[src/cra_consts.vh]
// constants for the coherent read/write acknowledge master logic
`ifndef CRA_CONSTS_VH
`define CRA_CONSTS_VH
// read response field layout
`define CRA_RESP_W        4
`define CRA_RESP_LO_HI    1
`define CRA_RESP_LO_LO    0
`define CRA_DIRTY_BIT     2
`define CRA_SHARED_BIT    3
`define CRA_RESP_EXOKAY   2'h1
// read transaction type codes (user-side encoding)
`define CRA_TYPE_W        4
`define CRA_RD_NOSNOOP    4'h0
`define CRA_RD_ONCE       4'h1
`define CRA_RD_CLEAN      4'h2
`define CRA_RD_NSD        4'h3
`define CRA_RD_SHARED     4'h4
`define CRA_RD_UNIQUE     4'h5
`define CRA_CLEAN_UNIQUE  4'h6
`define CRA_MAKE_UNIQUE   4'h7
`define CRA_CLEAN_SHARED  4'h8
`define CRA_CLEAN_INVAL   4'h9
`define CRA_MAKE_INVAL    4'hA
`define CRA_BARRIER       4'hB
`define CRA_DVM           4'hC
// write response codes
`define CRA_WR_NOSNOOP    1'h1
// cache line state codes reported to the cache
`define CRA_LS_W          2
`define CRA_LS_UC         2'h0
`define CRA_LS_UD         2'h1
`define CRA_LS_SC         2'h2
`define CRA_LS_SD         2'h3
// violation flag bits
`define CRA_ERR_W         5
`define CRA_ERR_BURST     0
`define CRA_ERR_SHARED    1
`define CRA_ERR_DIRTY     2
`define CRA_ERR_LAST      3
`define CRA_ERR_EXOKAY    4
`endif

[src/cra_master_ack.v]
// master-side read/write acknowledge and coherent response tracking
`timescale 1ns/1ns
`include "cra_consts.vh"
module cra_master_ack #(
  parameter DATA_W = 32
) (
  input  wire                     sys_clk,
  input  wire                     rst_n,
  // read data channel from the interconnect
  input  wire                     rValid,
  input  wire [`CRA_RESP_W-1:0]   rResp,
  input  wire                     rLast,
  input  wire [DATA_W-1:0]        rData,
  output reg                      rReady,
  // type of the read whose beats are arriving, held by the user side
  input  wire [`CRA_TYPE_W-1:0]   rdType,
  // write response channel
  input  wire                     bValid,
  input  wire [1:0]               bResp,
  input  wire                     bNoSnoop,
  output reg                      bReady,
  // acknowledges
  output reg                      rAck,
  output reg                      wAck,
  // results toward the cache
  output reg                      lineValid,
  output reg  [`CRA_LS_W-1:0]     lineState,
  output reg                      writeBackDue,
  output reg  [DATA_W-1:0]        lineData,
  output reg  [`CRA_ERR_W-1:0]    errFlags
);

  // pins from the interconnect cross into sys_clk through two flops
  reg                   rValidS1, rValidS2;
  reg [`CRA_RESP_W-1:0] rRespS1, rRespS2;
  reg                   rLastS1, rLastS2;
  reg [DATA_W-1:0]      rDataS1, rDataS2;
  reg                   bValidS1, bValidS2;
  reg [1:0]             bRespS1, bRespS2;
  reg                   bNoSnoopS1, bNoSnoopS2;

  always @(posedge sys_clk or negedge rst_n) begin
    if (!rst_n) begin
      rValidS1   <= 1'b0;
      rValidS2   <= 1'b0;
      rRespS1    <= {`CRA_RESP_W{1'b0}};
      rRespS2    <= {`CRA_RESP_W{1'b0}};
      rLastS1    <= 1'b0;
      rLastS2    <= 1'b0;
      rDataS1    <= {DATA_W{1'b0}};
      rDataS2    <= {DATA_W{1'b0}};
      bValidS1   <= 1'b0;
      bValidS2   <= 1'b0;
      bRespS1    <= 2'h0;
      bRespS2    <= 2'h0;
      bNoSnoopS1 <= 1'b0;
      bNoSnoopS2 <= 1'b0;
    end else begin
      rValidS1   <= rValid;
      rValidS2   <= rValidS1;
      rRespS1    <= rResp;
      rRespS2    <= rRespS1;
      rLastS1    <= rLast;
      rLastS2    <= rLastS1;
      rDataS1    <= rData;
      rDataS2    <= rDataS1;
      bValidS1   <= bValid;
      bValidS2   <= bValidS1;
      bRespS1    <= bResp;
      bRespS2    <= bRespS1;
      bNoSnoopS1 <= bNoSnoop;
      bNoSnoopS2 <= bNoSnoopS1;
    end
  end

  // handshakes are judged on the synchronised view; ready toggles so each
  // beat is taken once despite the two-cycle sampling delay
  wire rBeat = rValidS2 & rReady;
  wire bBeat = bValidS2 & bReady;

  // dataless types complete in one beat and their data is junk
  reg  rdDataless;
  always @* begin
    case (rdType)
      `CRA_CLEAN_UNIQUE, `CRA_MAKE_UNIQUE, `CRA_CLEAN_SHARED,
      `CRA_CLEAN_INVAL, `CRA_MAKE_INVAL, `CRA_BARRIER, `CRA_DVM: begin
        rdDataless = 1'b1;
      end
      default: begin
        rdDataless = 1'b0;
      end
    endcase
  end

  // permitted shared/dirty pairs per transaction
  wire isShared = rRespS2[`CRA_SHARED_BIT];
  wire passDirty = rRespS2[`CRA_DIRTY_BIT];
  reg  sharedOk;
  reg  dirtyOk;
  reg  exOk;
  always @* begin
    sharedOk = 1'b0;
    dirtyOk  = 1'b0;
    exOk     = 1'b0;
    case (rdType)
      `CRA_RD_SHARED: begin
        sharedOk = 1'b1;
        dirtyOk  = 1'b1;
        exOk     = 1'b1;
      end
      `CRA_RD_NSD: begin
        sharedOk = ~passDirty;
        dirtyOk  = ~isShared;
      end
      `CRA_RD_UNIQUE: begin
        dirtyOk  = 1'b1;
      end
      `CRA_RD_ONCE, `CRA_CLEAN_SHARED: begin
        sharedOk = 1'b1;
      end
      `CRA_RD_CLEAN: begin
        sharedOk = 1'b1;
        exOk     = 1'b1;
      end
      `CRA_RD_NOSNOOP, `CRA_CLEAN_UNIQUE: begin
        exOk     = 1'b1;
      end
      default: begin
        exOk     = 1'b0; // both bits must be low
      end
    endcase
  end

  reg                   inBurst_q;
  reg [1:0]             burstResp_q;
  reg                   rReadyTgl_q;
  reg                   bReadyTgl_q;
  reg [`CRA_ERR_W-1:0]  errHit;
  wire [1:0]            beatResp   = {isShared, passDirty};
  wire                  beatExOkay = (rRespS2[`CRA_RESP_LO_HI:`CRA_RESP_LO_LO] == `CRA_RESP_EXOKAY);

  // ready drops for two cycles after a beat so a stale synchronised valid
  // is not taken twice; the price is one beat per three cycles at best
  always @(posedge sys_clk or negedge rst_n) begin
    if (!rst_n) begin
      rReady      <= 1'b0;
      rReadyTgl_q <= 1'b0;
    end else begin
      rReadyTgl_q <= rBeat;
      rReady      <= ~rBeat & ~rReadyTgl_q;
    end
  end

  // ack goes out the cycle after the last beat and is never held back;
  // acks follow last-beat order, so the interconnect needs no tag
  always @(posedge sys_clk or negedge rst_n) begin
    if (!rst_n) begin
      rAck      <= 1'b0;
      lineValid <= 1'b0;
    end else begin
      rAck      <= rBeat & rLastS2;
      lineValid <= rBeat & rLastS2;
    end
  end

  // burst tracking: coherent bits of the previous beat of this burst
  always @(posedge sys_clk or negedge rst_n) begin
    if (!rst_n) begin
      inBurst_q   <= 1'b0;
      burstResp_q <= 2'h0;
    end else if (rBeat) begin
      inBurst_q   <= ~rLastS2;
      burstResp_q <= beatResp;
    end
  end

  // data capture: dataless beats carry junk, so the cache never sees it
  always @(posedge sys_clk or negedge rst_n) begin
    if (!rst_n) begin
      lineData <= {DATA_W{1'b0}};
    end else if (rBeat && !rdDataless) begin
      lineData <= rDataS2;
    end
  end

  // line state and write-back duty come from the final beat only
  always @(posedge sys_clk or negedge rst_n) begin
    if (!rst_n) begin
      lineState    <= `CRA_LS_UC;
      writeBackDue <= 1'b0;
    end else if (rBeat && rLastS2) begin
      lineState    <= beatResp;
      writeBackDue <= passDirty;
    end
  end

  // violations seen on the beat being taken this cycle
  always @* begin
    errHit = {`CRA_ERR_W{1'b0}};
    if (rBeat) begin
      if (inBurst_q && (burstResp_q != beatResp)) begin
        errHit[`CRA_ERR_BURST] = 1'b1;
      end
      if (!sharedOk && isShared) begin
        errHit[`CRA_ERR_SHARED] = 1'b1;
      end
      if (!dirtyOk && passDirty) begin
        errHit[`CRA_ERR_DIRTY] = 1'b1;
      end
      if (rdDataless && (!rLastS2 || inBurst_q)) begin
        errHit[`CRA_ERR_LAST] = 1'b1;
      end
      if (!exOk && beatExOkay) begin
        errHit[`CRA_ERR_EXOKAY] = 1'b1;
      end
    end
  end

  // flags are sticky until reset; nothing else clears them, so a
  // violation is never lost however briefly it appeared
  always @(posedge sys_clk or negedge rst_n) begin
    if (!rst_n) begin
      errFlags <= {`CRA_ERR_W{1'b0}};
    end else begin
      errFlags <= errFlags | errHit;
    end
  end

  // write ready drops for two cycles after a response, like the read side
  always @(posedge sys_clk or negedge rst_n) begin
    if (!rst_n) begin
      bReady      <= 1'b0;
      bReadyTgl_q <= 1'b0;
    end else begin
      bReadyTgl_q <= bBeat;
      bReady      <= ~bBeat & ~bReadyTgl_q;
    end
  end

  // write side: accept responses in arrival order, ack each once
  always @(posedge sys_clk or negedge rst_n) begin
    if (!rst_n) begin
      wAck        <= 1'b0;
    end else begin
      // responses are consumed in delivery order, which already follows
      // address issue order per id, so acks pair up without tags
      wAck        <= bBeat;
      if (bBeat && !bNoSnoopS2 && (bRespS2 == `CRA_RESP_EXOKAY)) begin
        wAck <= 1'b1; // ack still sent for illegal response
      end
    end
  end

endmodule // cra_master_ack

[config.mk]
export PLATFORM = sky130hd
export DESIGN_NAME = cra_master_ack
export DESIGN_NICKNAME = d
export VERILOG_FILES = /design/src/cra_master_ack.v
export VERILOG_INCLUDE_DIRS = /design/src
export SDC_FILE = /design/constraint.sdc
export NUM_CORES = 1
export LEC_CHECK = 0
export ABC_CLOCK_PERIOD_IN_PS = 2000
export BUFFER_PORTS_ARGS = -buffer_cell sky130_fd_sc_hd__buf_2
export CORE_MARGIN = 2
export CORE_UTILIZATION = 28
export CTS_CLUSTER_DIAMETER = 30
export DETAILED_ROUTE_END_ITERATION = 8
export SKIP_LAST_GASP = 1
export SYNTH_ARGS = -nofsm -noshare
export SYNTH_HDL_FRONTEND = slang
export SYNTH_SLANG_ARGS = --single-unit
[constraint.sdc]
create_clock -name sys_clk -period 2 [get_ports sys_clk]
set_input_delay 0.1 -clock sys_clk [delete_from_list [all_inputs] [get_ports sys_clk]]
set_output_delay 0.1 -clock sys_clk [all_outputs]
set_load 0.02 [all_outputs]
* After elaboration in Yosys (flattened, before gate mapping)
Index checks and enable logic that the tools add are counted.
** Operators by class
- Equality and inequality tests :: 15
- Multiplexer cells :: 11
- Bitwise operators :: 13
- Reduce and logical (&&, ||, !) cells :: 21
** Operator list (count)
- 4-bit equality test (second input constant) :: 5
- 4-bit by 3-bit equality test with 1-bit output (second input constant) :: 4
- 1-bit logical AND :: 9
- 4-bit by 2-bit equality test with 1-bit output (second input constant) :: 2
- 1-bit two-way mux :: 8
- 4-bit OR reduction :: 2
- 1-bit NOT :: 7
- 7-bit OR reduction :: 1
- 1-bit logical NOT :: 6
- 1-bit AND :: 5
- 5-bit two-way mux :: 1
- 5-bit bitwise OR :: 1
- 2-bit by 1-bit equality test with 1-bit output (second input constant) :: 2
- 4-bit by 1-bit equality test with 1-bit output (second input constant) :: 1
- 4-bit logical NOT :: 1
- 1-bit one-hot mux with 2 select lines :: 2
- 2-bit != test :: 1
- 2-bit OR reduction :: 1
- 1-bit logical OR :: 1
** Storage, ports and cells
- Flip-flop bits (word level) :: 133
- Input bits :: 48

* Depth between registers and ports, before layout
Gate-level depths: netlist of the first run.
- Word-level depth :: 8
- Depth in mapped cells :: 5
- Depth with buffers taken out :: 4

* Worst setup path before layout of the first run
OpenSTA, ideal clock, no wires.
- Path type :: reg2reg
- Start :: register rReady
- End :: register lineData[10]
- Setup time :: 125 ps
- Data arrival time :: 1429 ps
- Data required time :: 1875 ps
- Slack :: 445 ps
- Cell stages (with the launch flop) :: 5
- Clock period less this slack :: 1555 ps
- Cell sequence :: dfrtp_1 -> nand2_1 -> a211oi_4 -> buf_6 -> mux2_4
** Between the ends
- Longest elaborated chain between the ends :: 2
** RTL lines
- start: declaration :: RTL line cra_master_ack.v:14 : output reg rReady,
- start signal: assignment :: RTL line cra_master_ack.v:150 : rReady <= ~rBeat & ~rReadyTgl_q;
- 1-bit AND :: RTL line cra_master_ack.v:78 : wire rBeat = rValidS2 & rReady;
- 1-bit logical AND :: RTL line cra_master_ack.v:181 : end else if (rBeat && !rdDataless) begin
- end signal: assignment :: RTL line cra_master_ack.v:180 : lineData <= {DATA_W{1'b0}};
- end signal: assignment :: RTL line cra_master_ack.v:182 : lineData <= rDataS2;
- end: declaration :: RTL line cra_master_ack.v:29 : output reg [DATA_W-1:0] lineData,
Every way passes these cells.
A chain may end at the register's enable or synchronous reset.

* Worst setup path in the final report of the first run
- Start :: register rReady
- End :: register lineData[0]
The elaborated chain is that of the path after synthesis.

==> results of run 1 <==
[per-layer routing]
layer | global-route usage, % | part of all wire [%] | routed length [µm]
met5 | 0 | 0 | 0
met3 | 4.46 | 5.3 | 365
met4 | 6.03 | 2.4 | 163
met1 | 11.9 | 44 | 3010
met2 | 15.5 | 48 | 3310
[worst paths after layout]
| check | startpoint | to | slack (ps) | depth (start not counted) |
|---|---|---|---|---|
| worst max-delay path | rReady | lineData[0] | 430 | 4 |
| worst min register to register | rDataS1[31] | rDataS2[31] | 340 | 0 |
| worst min-delay path | rdType[0] | errFlags[4] | 110 | 3 |
| max in group asynchronous | rst_n | lineData[11] | 1080 | 3 |
| worst max register to register | rReady | lineData[0] | 430 | 4 |
| min in group asynchronous | rst_n | lineData[20] | 230 | 2 |
[cells by family (layout without fill, tap and decap cells)]
family | after synthesis | count (layout) | share of synthesized area [%]
AND/OR/NAND/NOR | 22 | 22 | 2.68
XOR/XNOR | 3 | 3 | 0.671
AO/OA/AOI/OAI | 10 | 10 | 2.04
multiplexers | 34 | 34 | 12.6
buffers and inverters | 12 | 171 | 2.11
flip-flops | 125 | 125 | 79.8
[registers in the layout, indices dropped and copies added (netlist names), 2 cells and up]
register / cells
lineData: 32
rRespS1: 4
rDataS1: 32
lineState: 2
rDataS2: 32
rRespS2: 4
errFlags: 5
burstResp_q: 2
[cells in the final DEF, fill, tap and decap left out, types with 2 or more instances in the layout]
cell and count:
clkbuf_16 17, dfrtp_1 125, clkbuf_1 3, nor4_1 2, nand2_1 11, clkinvlp_4 3, clkinv_2 3, buf_4 2
bufinv_16 4, inv_1 5, dlygate4sd3_1 40, buf_2 88, xnor2_1 3, mux2_2 4, mux2_4 30, nor2_1 3
o31ai_1 2, o21ai_0 2, buf_12 2
[critical path: cells and delay by family, from the launching register on]
| family | cells | cell delay, ps |
|---|---|---|
| mux | 1 | 370 |
| flops | 1 | 350 |
| compound gates | 1 | 240 |
| buf+inv | 1 | 300 |
| simple gates | 1 | 170 |
[where the power goes]
group	total [µW]	internal [µW]	switching, µW
registers	2980	2830	146
clock network	3160	2110	1050
logic	1050	510	542
total	7190	5450	1730
[timing repair]
action                    CTS  global route
resized for setup           0             0
hold buffers               40             0
hold endpoints to repair  101             0
[layout make-up]
type,instances,area [µm²]
Clock buffer,21,450
Clock inverter,11,166
Fill cell,1297,8170
Inverter,6,22.5
Multi-Input combinational cell,69,707
Sequential cell,125,3130
Tap cell,180,225
Timing Repair Buffer,133,907
[stage by stage]
stage          setup WS (ps)  cell area (µm²)  hold WS (ps)
2_1_floorplan            445             3920          -196
3_3_place_gp             415             4590           119
3_5_place_dp             402             4590           129
4_1_cts                  416             5610          74.9
5_1_grt                  357             5610           109
6_report                 432             5610           108
==> flow_metrics.tcl, run 1 <==
set metrics [dict create \
    cpMaxStageDelayCell "mux2_2" \
    rsz0062_at_grt "false" \
    antenna_found_initial 0 \
    clock_latency_ps 410 \
    p_leak_uw 0.00264 \
    clockBufferDepth 2 \
    endpoint_kind "register" \
    wire_per_inst_um 12.6 \
    drv_slew 0 \
    synth_top_area_share_pct 79.8 \
    syn_inst 206 \
    setup-violations-final 0 \
    fmaxAchievable_mhz 638 \
    grt_pass1_vias 2261 \
    syn_area_um2 3920 \
    dr.pass1.iters 3 \
    hold_class "in2reg" \
    io_buffers 89 \
    clkTransAtPathRegs_ps 50 \
    grt_pass1_wl_mm 11.1 \
    final_core_util_pct 40.7 \
    diodes 0 \
    cp_cell_sequence "nand2_1 -> a211oi_4 -> buf_12 -> mux2_2" \
    drv_cap 0 \
    ys_types 25 \
    postRouteAntennaNets 0 \
    tightest_slew_ps 580 \
    syn_to_final_growth_pct 43.1 \
    coreArea_um2 13800 \
    skew_ps 8.59 \
    drc 0 \
    cellPowerDensity_nw_per_um2 1280 \
    yosysMostFrequentCell "dfrtp_1" \
    syn_avg_cell_area_um2 19.0 \
    routed_wl_mm 6.85 \
    post-route-min-period_ps 1570 \
    slowest_delay_ps 370 \
    dpl.cell_count 473 \
    syn_nets 254 \
    synth_top_flop_cell "dfrtp_1" \
    cts_max_level 4 \
    peakVddDrop_uv 593 \
    io_pins 93 \
    synth-seq-cells 125 \
    finalCritPeriodShare_pct 78.4 \
    yosys.area.top_type "dfrtp_1" \
    vias 2136 \
    root_buffer "clkbuf_16" \
    start_util_pct 28.4 \
    final_cells 545 \
    synth_area_leaders "dfrtp_1 (80%), mux2_4 (11%), buf_6 (1.1%)" \
    required_ps 2290 \
    relSlewSlack_pct 61.3 \
    total_power_uw 7190 \
    rows 43 \
    postSynth.asyncResetShare_pct 100 \
    via_per_inst 3.92 \
    die_w_um 122 \
    final_hold_viol_count 0 \
    groute.usage.overall_pct 10.2 \
    clkSinkCount 125 \
    worstPathArrival_ps 1860 \
    drt_iter0_drc 34 \
    startpoint_type "register" \
    cts_setup_buffers 0 \
    cp_max_fo 32 \
    crit_type "reg2reg" \
    gr-total-overflow 0 \
    place_congestion 0.747 \
    place_hpwl_mm 4.33 \
    die_h_um 122 \
    nets 400 \
    cts_made_buffers 17 \
    synth-edff-count 0 \
    setup_tns_ps 0 \
    drive_gt1_share_pct 43.3 \
    outcome "finished, final reports clean" \
    ys_seq_area_share_pct 79.8 \
    grt_max_degree 65 \
    synth.top_cells.by_count "dfrtp_1 (125), mux2_4 (30), nand2_1 (11)" \
    ys_warn_count 0 \
    cts_tree "built" \
    die-area_um2 15000 \
]
Note: power is estimated with default switching activity, not from simulation.
==> run 2, diff against run 1 <==
--- a/config.mk
+++ b/config.mk
@@ -6,7 +6,7 @@
 export SDC_FILE = /design/constraint.sdc
 export NUM_CORES = 1
 export LEC_CHECK = 0
-export ABC_CLOCK_PERIOD_IN_PS = 2000
+export ABC_CLOCK_PERIOD_IN_PS = 1550
 export BUFFER_PORTS_ARGS = -buffer_cell sky130_fd_sc_hd__buf_2
 export CORE_MARGIN = 2
 export CORE_UTILIZATION = 28
==> constraint.sdc (replaced) <==
create_clock -name sys_clk -period 1.55 [get_ports sys_clk]
set_input_delay 0.0775 -clock sys_clk [delete_from_list [all_inputs] [get_ports sys_clk]]
set_output_delay 0.0775 -clock sys_clk [all_outputs]
set_load 0.02 [all_outputs]
==> run 2 against run 1 <==
  * Wire length is 2.2% higher
  * Core utilization decreased by 0.31 points
  * Hold slack got worse by 41 ps
==> flow_metrics.tcl, run 2 (synthesis gave the netlist of run 1 again) <==
set metrics [dict create \
    cts_tree "built" \
    p_leak_uw 0.00263 \
    routed_wl_mm 7.00 \
    cts_made_buffers 17 \
    vias 2139 \
    grt_pass1_vias 2341 \
    fmaxAchievable_mhz 676 \
    setup_tns_ps 0 \
    via_per_inst 3.91 \
    groute.usage.overall_pct 10.4 \
    rows 43 \
    post-route-min-period_ps 1480 \
    final_hold_viol_count 0 \
    drive_gt1_share_pct 43.9 \
    outcome "finished, final reports clean" \
    drc 0 \
    io_pins 93 \
    drv_cap 0 \
    clkSinkCount 125 \
    startpoint_type "register" \
    wire_per_inst_um 12.8 \
    dr.pass1.iters 4 \
    cellPowerDensity_nw_per_um2 1580 \
    top_regs "lineData: 32 flops, rDataS1: 32 flops, rDataS2: 32 flops" \
    tightest_slew_ps 339 \
    io_buffers 89 \
    antenna_found_initial 0 \
    drt_iter0_drc 58 \
    min-delay-start "rdType[0]" \
    skew_ps 4.04 \
    coreArea_um2 13800 \
    gr-total-overflow 0 \
    drv_slew 0 \
    cts_max_level 4 \
    die_w_um 122 \
    required_ps 1840 \
    setup-violations-final 0 \
    peakVddDrop_uv 676 \
    clockBufferDepth 2 \
    start_util_pct 28.4 \
    cts_setup_buffers 0 \
    critPathLaunch "rReady" \
    crit_type "reg2reg" \
    relSlewSlack_pct 77.4 \
    postRouteAntennaNets 0 \
    cp_max_fo 12 \
    root_buffer "clkbuf_16" \
    hold_class "in2reg" \
    place_congestion 0.675 \
    fill_cells 1292 \
    die-area_um2 15000 \
    place_hpwl_mm 4.41 \
    finalCritPeriodShare_pct 95.5 \
    final_cell_mix "dfrtp_1 (124), buf_2 (88), dlygate4sd3_1 (40)" \
    final_common_cell "dfrtp_1" \
    rsz0062_at_grt "false" \
    nets 403 \
    endpoint_kind "register" \
    diodes 0 \
    worstReg2RegStart "rReady" \
    syn_to_final_growth_pct 42.0 \
    die_h_um 122 \
    total_power_uw 8780 \
    worstPathArrival_ps 1770 \
    clock_latency_ps 410 \
    clkTransAtPathRegs_ps 50 \
    grt_pass1_wl_mm 11.5 \
    grt_max_degree 65 \
]
-- run 2: changes by cell type in the layout (fill, tap and decap cells not counted), sizes merged --
cell | previous run | this run
buf | 93 | 96
bufinv | 4 | 1
clkbuf | 21 | 23
clkinv | 5 | 7
clkinvlp | 3 | 1
-- run 2: repair_timing --
| action | CTS | global route |
|---|---|---|
| setup endpoints to repair | 0 | 0 |
| resized for setup | 0 | 0 |
| hold buffers | 40 | 0 |
| endpoints found under the hold margin | 164 | 0 |
-- run 2: path summary, 6_finish.rpt --
kind | endpoint | slack (ps) | cells after the start
max | lineData[8] | 70 | 4
min | errFlags[4] | 70 | 3
max reg2reg | lineData[8] | 70 | 4
min reg2reg | rDataS2[11] | 340 | 0
max in group asynchronous | lineData[20] | 1040 | 3
min in group asynchronous | rDataS2[22] | 210 | 3
-- run 2: cell type report --
type                    instances  area, µm²  share of cell area (%)
clock inverters                 8       67.6                    1.21
clock buffers                  23        468                    8.41
repair buffers                136        942                    16.9
inverters                       6       22.5                   0.405
multi-input cells              69        709                    12.8
flip-flops and latches        125       3130                    56.2
well taps                     180        225                    4.05
-- run 2: through the flow --
step | hold WS [ps] | cells | util (%) | setup WS (ps) | instance area, µm²
2_1_floorplan | -218 | 206 | - | 56.3 | 3920
5_1_grt | 118 | 547 | 40.4 | 17.1 | 5560
3_5_place_dp | 85.7 | 476 | 33.6 | 59.6 | 4630
4_1_cts | 57.6 | 547 | 40.4 | 49.5 | 5560
3_3_place_gp | 80.6 | 476 | 33.6 | 88.6 | 4630
6_report | 66.8 | 547 | 40.4 | 70.1 | 5560
-- run 2: worst max-delay path: stages (launching register included) --
cell and delay (ps):
dfrtp_2 360, nand2_2 70, a211oi_4 280, buf_4 310
mux2_4 330
-- run 2: routing by layer --
metal,GRT usage [%],vias up,part of all wire [%]
met4,6.03,0,2.5
met5,0,-,0
met3,4.60,15,6.7
met1,12.8,1072,44
met2,15.2,70,46
li1,-,982,-
-- run 2: report_power, final --
part | internal, µW | total, µW | switching [µW] | leakage [µW]
clock network | 2260 | 3570 | 1310 | 0.000266
logic | 671 | 1370 | 695 | 0.000911
registers | 3660 | 3850 | 194 | 0.00145
total | 6580 | 8780 | 2200 | 0.00263
